===== config.mk =====
export PLATFORM = sky130hd
export DESIGN_NAME = ssie_top
export DESIGN_NICKNAME = d
export VERILOG_FILES = /design/src/ssie_top.v
export VERILOG_INCLUDE_DIRS = /design/src
export SDC_FILE = /design/constraint.sdc
export NUM_CORES = 1
export LEC_CHECK = 0
export BUFFER_PORTS_ARGS = -buffer_cell sky130_fd_sc_hd__buf_4
export CORE_AREA = 2 2 84 86
export CTS_CLUSTER_DIAMETER = 80
export CTS_CLUSTER_SIZE = 30
export DETAILED_ROUTE_END_ITERATION = 6
export DIE_AREA = 0 0 86 88
export PLACE_DENSITY = 0.76
export SYNTH_ARGS = -nofsm -noshare
export SYNTH_HDL_FRONTEND = slang
export SYNTH_SLANG_ARGS = --single-unit

===== constraint.sdc =====
create_clock -name clk_i -period 2.2 [get_ports clk_i]
set_input_delay 0 -clock clk_i [delete_from_list [all_inputs] [get_ports clk_i]]
set_output_delay 0 -clock clk_i [all_outputs]
set_load 0.01 [all_outputs]

===== src/ssie_defines.vh =====
// Constants for the safety switch input evaluator
// Overview of operation
// The timed two-closer/one-opener group must reach its complete state within 3 s of any change, else fault and output 0.
// The untimed two-closer/one-opener group gives 1 only when inputs one and two are 1 and input three is 0.
// The untimed three-opener group gives 1 only when all three inputs are 1.
// The timed three-opener group must see the other two inputs follow within 3 s of a change, else fault and output 0.
// The two-hand closer/opener group must reach the actuated state within 0.5 s of the first contact leaving rest.
// The two-hand closer/opener group gives 1 only when actuated, with no timing on release and no interference check.
// The two-hand synchronism timer starts when any contact leaves rest, an OR over plain and inverted inputs.
// The two-hand closer pair must see the second closer reach 0 within 0.5 s of the first, else output stays 0.
// The two-hand closer pair gives 1 only with both inputs at 0, with no timing on release.
// The two-position selector drives output one for 1/0 and output two for 0/1, and nothing otherwise.
// The three-position selector drives output one only for inputs 1/0/0.
// Outputs two and three follow inputs two and three alone, and any multiple selection gives all zeros.
// A timing fault is held with output 0 until every input of the group is back at rest.
// The windows are counted in prescaler ticks from the system clock, with lengths set by parameters.
`ifndef SSIE_DEFINES_VH
`define SSIE_DEFINES_VH

`define SSIE_CLK_MHZ 200
`define SSIE_TICK_US 1000
`define SSIE_PRESCALE_CYC (`SSIE_CLK_MHZ * `SSIE_TICK_US)
`define SSIE_DISC_MS 3000
`define SSIE_SYNC_MS 500
`define SSIE_DISC_TICKS (`SSIE_DISC_MS * 1000 / `SSIE_TICK_US)
`define SSIE_SYNC_TICKS (`SSIE_SYNC_MS * 1000 / `SSIE_TICK_US)
`define SSIE_CNT_W 12
`define SSIE_PRE_W 18
`define SSIE_NUM_MON 4
`define SSIE_NUM_DISC 2

`define SSIE_ST_IDLE 3'h0
`define SSIE_ST_WAIT 3'h1
`define SSIE_ST_ACT 3'h2
`define SSIE_ST_FAULT 3'h3
`define SSIE_ST_LOCK 3'h4

`endif


===== src/ssie_top.v =====
// Safety switch input evaluator: static, timed, two-hand and selector decodes
`timescale 1ns/100ps
`include "ssie_defines.vh"
module ssie_top #(
  parameter PRESCALE = `SSIE_PRESCALE_CYC,
  parameter [`SSIE_CNT_W-1:0] DISC_TICKS = `SSIE_DISC_TICKS,
  parameter [`SSIE_CNT_W-1:0] SYNC_TICKS = `SSIE_SYNC_TICKS
) (
  input wire clk_i,
  input wire srst_i,
  input wire [2:0] three_contact_in_i,
  input wire [2:0] three_closer_in_i,
  input wire [3:0] twohand_mixed_in_i,
  input wire [1:0] twohand_closer_in_i,
  input wire [1:0] selector_two_position_i,
  input wire [2:0] selector_three_position_i,
  output reg three_contact_static_and_o,
  output wire three_contact_timed_o,
  output reg three_closer_static_o,
  output wire three_closer_timed_o,
  output wire twohand_opener_pair_o,
  output wire twohand_closer_pair_o,
  output reg [1:0] selector_two_position_o,
  output reg [2:0] selector_three_position_o,
  output wire [3:0] fault_o
);

  // ==========================================================
  // Prescaler tick
  // One-cycle tick enable keeps every window on the single system clock
  // A prescale count that does not fit SSIE_PRE_W bits never produces a tick
  reg [`SSIE_PRE_W-1:0] pre_cnt;
  reg tick;
  // Fixed prescaler
  always @(posedge clk_i) begin
    if (srst_i) begin
      pre_cnt <= {`SSIE_PRE_W{1'b0}};
      tick <= 1'b0;
    end else if (pre_cnt == PRESCALE - 1) begin
      pre_cnt <= {`SSIE_PRE_W{1'b0}};
      tick <= 1'b1;
    end else begin
      pre_cnt <= pre_cnt + 1'b1;
      tick <= 1'b0;
    end
  end

  // ==========================================================
  // Start, complete and rest conditions per monitored group
  wire [3:0] timer_start_condition;
  wire [3:0] timer_complete_condition;
  wire [3:0] twohand_timer_condition;
  wire [3:0] group_rest;
  wire [3:0] discrepancy_timer_result;

  // Two-closer/one-opener conditions
  assign timer_start_condition[0] = three_contact_in_i[0] | three_contact_in_i[1] | ~three_contact_in_i[2];
  assign timer_complete_condition[0] = three_contact_in_i[0] & three_contact_in_i[1] & ~three_contact_in_i[2];
  // Three-opener conditions
  assign timer_start_condition[1] = |three_closer_in_i;
  assign timer_complete_condition[1] = &three_closer_in_i;
  // Start as OR over plain and inverted contacts
  // An opener rising or a closer falling leaves rest; the inverted terms are the closers
  wire [1:0] mixed_opener_left;
  wire [1:0] mixed_closer_left;
  assign mixed_opener_left = {twohand_mixed_in_i[2], twohand_mixed_in_i[0]};
  assign mixed_closer_left = {~twohand_mixed_in_i[3], ~twohand_mixed_in_i[1]};
  assign timer_start_condition[2] = (|mixed_opener_left) | (|mixed_closer_left);
  // Actuated: both openers active, both closers inactive
  assign timer_complete_condition[2] = twohand_mixed_in_i[0] & ~twohand_mixed_in_i[1] &
                                       twohand_mixed_in_i[2] & ~twohand_mixed_in_i[3];
  // Leaving rest means either closer left 1
  assign timer_start_condition[3] = ~(twohand_closer_in_i[0] & twohand_closer_in_i[1]);
  // Both closer inputs inactive
  assign timer_complete_condition[3] = ~twohand_closer_in_i[0] & ~twohand_closer_in_i[1];

  assign twohand_timer_condition = timer_start_condition;
  // Rest is the complement of the start term, so a group at rest never opens a window
  assign group_rest = ~timer_start_condition;

  // ==========================================================
  // Window monitors; channels below SSIE_NUM_DISC time both directions
  genvar g;
  generate
    for (g = 0; g < `SSIE_NUM_MON; g = g + 1) begin : g_mon
      reg [2:0] st;
      reg [2:0] next_st;
      reg [`SSIE_CNT_W-1:0] cnt;
      reg [`SSIE_CNT_W-1:0] next_cnt;
      wire [`SSIE_CNT_W-1:0] limit;
      wire timed_release;
      wire expired;
      assign limit = (g < `SSIE_NUM_DISC) ? DISC_TICKS : SYNC_TICKS;
      // Discrepancy groups time the release as well; two-hand groups lock until rest instead
      assign timed_release = (g < `SSIE_NUM_DISC);
      // The first tick after entry may be partial, so a window can be short by up to one tick
      assign expired = tick && (cnt >= limit - 1'b1);

      always @* begin
        next_st = st;
        case (st)
          `SSIE_ST_IDLE: begin
            if (timer_complete_condition[g])
              next_st = `SSIE_ST_ACT;
            else if (twohand_timer_condition[g])
              next_st = `SSIE_ST_WAIT;
          end
          // Window must close before expiry
          `SSIE_ST_WAIT: begin
            if (timer_complete_condition[g])
              next_st = `SSIE_ST_ACT;
            else if (group_rest[g])
              next_st = `SSIE_ST_IDLE;
            else if (expired)
              next_st = `SSIE_ST_FAULT;
          end
          // Timed groups re-run the window when complete is lost short of rest
          `SSIE_ST_ACT: begin
            if (timer_complete_condition[g])
              next_st = `SSIE_ST_ACT;
            else if (group_rest[g])
              next_st = `SSIE_ST_IDLE;
            else if (timed_release)
              next_st = `SSIE_ST_WAIT;
            else
              next_st = `SSIE_ST_LOCK;
          end
          // Fault held until rest
          `SSIE_ST_FAULT: begin
            if (group_rest[g])
              next_st = `SSIE_ST_IDLE;
          end
          // Two-hand release is untimed, but a re-press needs full rest first
          `SSIE_ST_LOCK: begin
            if (group_rest[g])
              next_st = `SSIE_ST_IDLE;
          end
          default: next_st = `SSIE_ST_IDLE;
        endcase
      end

      // Count restarts on every entry to the wait state, so a timed release gets a fresh window
      always @* begin
        next_cnt = cnt;
        if (next_st != `SSIE_ST_WAIT || st != `SSIE_ST_WAIT) begin
          next_cnt = {`SSIE_CNT_W{1'b0}};
        end else if (tick) begin
          next_cnt = cnt + 1'b1;
        end
      end

      always @(posedge clk_i) begin
        if (srst_i) begin
          st <= `SSIE_ST_IDLE;
          cnt <= {`SSIE_CNT_W{1'b0}};
        end else begin
          st <= next_st;
          cnt <= next_cnt;
        end
      end

      assign discrepancy_timer_result[g] = (st == `SSIE_ST_ACT);
      // Fault is a level that stands until the group is back at rest
      assign fault_o[g] = (st == `SSIE_ST_FAULT);
    end
  endgenerate

  // ==========================================================
  // Timed and two-hand outputs
  wire [1:0] twohand_monitor_result;
  assign twohand_monitor_result = discrepancy_timer_result[3:2];

  // Timed two-closer/one-opener output
  assign three_contact_timed_o = discrepancy_timer_result[0];
  // Timed three-opener output
  assign three_closer_timed_o = discrepancy_timer_result[1];
  // Two-hand mixed output
  assign twohand_opener_pair_o = twohand_monitor_result[0];
  // Two-hand closer pair output
  assign twohand_closer_pair_o = twohand_monitor_result[1];

  // ==========================================================
  // Static decodes, registered
  wire evaluated_output_bit;
  wire evaluated_output_second;
  wire evaluated_output_third;
  // First position alone
  assign evaluated_output_bit = selector_three_position_i[0] & ~selector_three_position_i[1] &
                                ~selector_three_position_i[2];
  // Single selection only
  assign evaluated_output_second = ~selector_three_position_i[0] & selector_three_position_i[1] &
                                   ~selector_three_position_i[2];
  assign evaluated_output_third = ~selector_three_position_i[0] & ~selector_three_position_i[1] &
                                  selector_three_position_i[2];

  wire next_static_and;
  wire next_closer_static;
  wire [1:0] next_sel_two;
  wire [2:0] next_sel_three;
  // Static two-closer/one-opener
  assign next_static_and = timer_complete_condition[0];
  // Static three-opener AND
  assign next_closer_static = timer_complete_condition[1];
  // Two-position exclusive decode
  assign next_sel_two = {~selector_two_position_i[0] & selector_two_position_i[1],
                         selector_two_position_i[0] & ~selector_two_position_i[1]};
  assign next_sel_three = {evaluated_output_third, evaluated_output_second, evaluated_output_bit};

  always @(posedge clk_i) begin
    if (srst_i) begin
      three_contact_static_and_o <= 1'b0;
      three_closer_static_o <= 1'b0;
      selector_two_position_o <= 2'h0;
      selector_three_position_o <= 3'h0;
    end else begin
      three_contact_static_and_o <= next_static_and;
      three_closer_static_o <= next_closer_static;
      selector_two_position_o <= next_sel_two;
      selector_three_position_o <= next_sel_three;
    end
  end

endmodule


==> results_dict.tcl <==
set metrics [dict create \
    status "finished, final reports clean" \
    synthArstFlopShare_pct 0 \
    p_switching_w 0.000620 \
    peakVddDrop_v 0.000434 \
    synth_cell_type_count 43 \
    grt_first_pass_wirelength_microns 13000 \
    synth_top_cell_area_share_pct 44.6 \
    start_util_pct 58.1 \
    core_sq_um 6640 \
    drive_gt1_share_pct 11.7 \
    synth_compound_area_share_pct 5.15 \
    clk_pin_slew_worst_paths_ns 0.08 \
    seq_power_share_pct 56.3 \
    clock-sinks 86 \
    utilization_pct 68.3 \
    cts_buffers 9 \
    port_buffers 33 \
    die_area_sq_um 7570 \
    grt_max_degree 22 \
    wl_microns 7480 \
    clock_skew_ns 0.0125 \
    internal-power_w 0.00220 \
    slew_headroom_pct 62.8 \
    period_share_pct 79.1 \
    nFillCells 576 \
    synth_top_family_by_area "simple AND/OR/NAND/NOR gates" \
    cts_tree "yes" \
    seq_area_frac_synth_pct 44.6 \
    area_growth_pct 17.6 \
    grt_usage_pct 21.1 \
    synth_xor_area_share_pct 13.4 \
    end_kind "register" \
    hold_viol_final 0 \
    postCtsHoldBufs 15 \
    path_class "reg -> reg" \
    ys_top_cells_by_area "dfxtp_1 45%, xnor2_1 9.3%, nor2_1 8.1%" \
    synthFlopType "dfxtp_1" \
    grt_antenna_before_repair 0 \
    setup_tns_ns 0 \
    grt_overflow 0 \
    die_h_microns 88 \
    wl_per_cell_microns 13.0 \
    critPathRequiredTime_ns 2.43 \
    rsz0062_at_grt "false" \
    netlist_area_sq_um 3860 \
    setup_violations 0 \
    clock_path_buffers 2 \
    via_per_inst 5.51 \
    num_antenna_cells 0 \
    gp_congestion 0.847 \
    switching_share_pct 22.0 \
    clkPwrFrac_pct 38.2 \
    insertion_delay_ns 0.36 \
    final_nets 518 \
    post-dp-hpwl_microns 5100 \
    h-tree-depth 3 \
    die_w_microns 86 \
    avgSynthCellArea_sq_um 8.81 \
    yosysTopAreaCell "dfxtp_1" \
    post-cts-setup-buffer-count 0 \
    tightest_slew_ns 0.551 \
    antenna_left 0 \
    p_comb_share_pct 5.4 \
    rows 30 \
    synth-simple-area-share_pct 30.8 \
    finalPower_w 0.00282 \
    ios 34 \
    p_leak_nw 1.59 \
    postCtsResizedCells 0 \
    drc 0 \
    slew_violations 0 \
    synth_warnings 0 \
    worstHoldPathType "in -> reg" \
    synth_fp_nets 464 \
    crit_fanout 18 \
    cp-start-kind "register" \
    first_global_vias 3021 \
    cp_data_arrival_time_ns 1.97 \
    synthCells 438 \
    power.density_nw_per_um2 622 \
    synth_edf_count 0 \
    cts-root-buf "clkbuf_8" \
    max_freq_ghz 0.575 \
    synthAdderAreaFrac_pct 2.27 \
    firstDrtPassIters 4 \
    vias 3176 \
    synthMuxAreaShare_pct 1.30 \
    period_needed_ns 1.74 \
    maxCapViolations 0 \
    synth-seq-cells 86 \
    drtIter0Drc 106 \
]
[kinds of logic after synthesis]
logic type | after synthesis
fa+ha+maj | 7
compound gates | 30
simple gates | 229
flops | 86
mux | 5
buf+inv | 22
xor+xnor | 59
[layout by cell type (no fill, tap or decap), types with 4 or more instances in the layout]
cell           netlist  layout
nor3_1              21      21
a21oi_1              7       7
dfxtp_1             86      86
buf_4                2      39
nor2_1              83      83
a31oi_1              4       4
nand2_1             28      28
mux2i_1              5       5
nor4b_1              5       5
nand3_1             16      16
nor4_1              15      15
or3_1                4       4
xnor2_1             41      41
dlygate4sd3_1        0      15
nand4_1             22      22
inv_1               11      11
ha_1                 7       7
nor3b_1              8       8
xor2_1              18      18
clkbuf_8             0      10
and3b_1              4       4
o21ai_0              6       6
and3_1               5       5
[synth_stat cells, types with 2 or more instances]
library cell  count
nor4bb_1          3
nor2b_1           3
clkbuf_1          4
nor3_1           21
and4_1            3
dfxtp_1          86
nor4_1           15
and3b_1           4
inv_1            11
nand4_1          22
and3_1            5
buf_4             2
ha_1              7
o21ai_0           6
xnor2_1          41
a21o_1            2
a31oi_1           4
mux2i_1           5
or2_2             2
or3_1             4
buf_2             5
nor4b_1           5
o31ai_1           3
nand2_1          28
a21oi_1           7
o211a_1           2
nor2_1           83
nor3b_1           8
xor2_1           18
nand3_1          16
[path summary, 6_finish.rpt]
kind	from	endpoint	slack (ns)	cells past startpoint
setup / recovery	pre_cnt[15]$_SDFF_PP0_	pre_cnt[6]$_SDFF_PP0_	0.46	4
hold / removal	three_contact_in_i[0]	g_mon[0].st[2]$_SDFF_PP0_	0.005	3
setup reg to reg	pre_cnt[15]$_SDFF_PP0_	pre_cnt[6]$_SDFF_PP0_	0.46	4
hold reg to reg	pre_cnt[0]$_SDFF_PP0_	pre_cnt[0]$_SDFF_PP0_	0.48	1
[power groups by stage]
stage / sequential, W / clock, W / combinational [W]
after floorplan: 0.00162 / 0 / 0.0000755
after global placement: 0.00163 / 0 / 0.000132
after detailed placement: 0.00163 / 0 / 0.000136
after CTS: 0.00159 / 0.00111 / 0.000154
after global routing: 0.00159 / 0.00116 / 0.000169
final: 0.00159 / 0.00108 / 0.000153
[routing by layer]
layer	up-vias	part of all wire (%)	track usage, %
met5	-	0	0
met4	0	1.5	8.51
met3	11	3.8	3.58
met2	56	47	37.0
met1	1470	48	25.9
li1	1639	-	-
[state kept, by name, summed over array words and instances, names as in the netlist]
signal and cells:
pre_cnt 18, tick 1, g_mon.st 12, selector_three_position_o 3, three_contact_static_and_o 1, three_closer_static_o 1, g_mon.cnt 48, selector_two_position_o 2
[through the flow]
step	instance area [sq um]	cells	setup slack (ns)	hold WS, ns
5_1_grt	4540	576	0.248	0.0316
3_3_place_gp	4200	546	0.508	0.172
3_5_place_dp	4200	546	0.437	0.173
2_1_floorplan	3860	438	0.570	0.0761
4_1_cts	4540	576	0.419	0.00373
6_report	4540	576	0.461	0.00499
[layout make-up]
class,instances,area (sq um),area share [%]
multi-input cells,330,2040,45.0
flip-flops and latches,86,1720,37.9
repair buffers,54,443,9.76
clock buffers,12,145,3.20
well taps,80,100,2.21
clock inverters,3,45.0,0.993
inverters,11,41.3,0.910
[worst max-delay path, cell delays in order (launching register included)]
cell and delay [ns]:
dfxtp_1 0.34, or4b_1 0.55, nor4_2 0.20, a31o_2 0.43, nor2_1 0.09
Power figures use the tool's default switching activity.
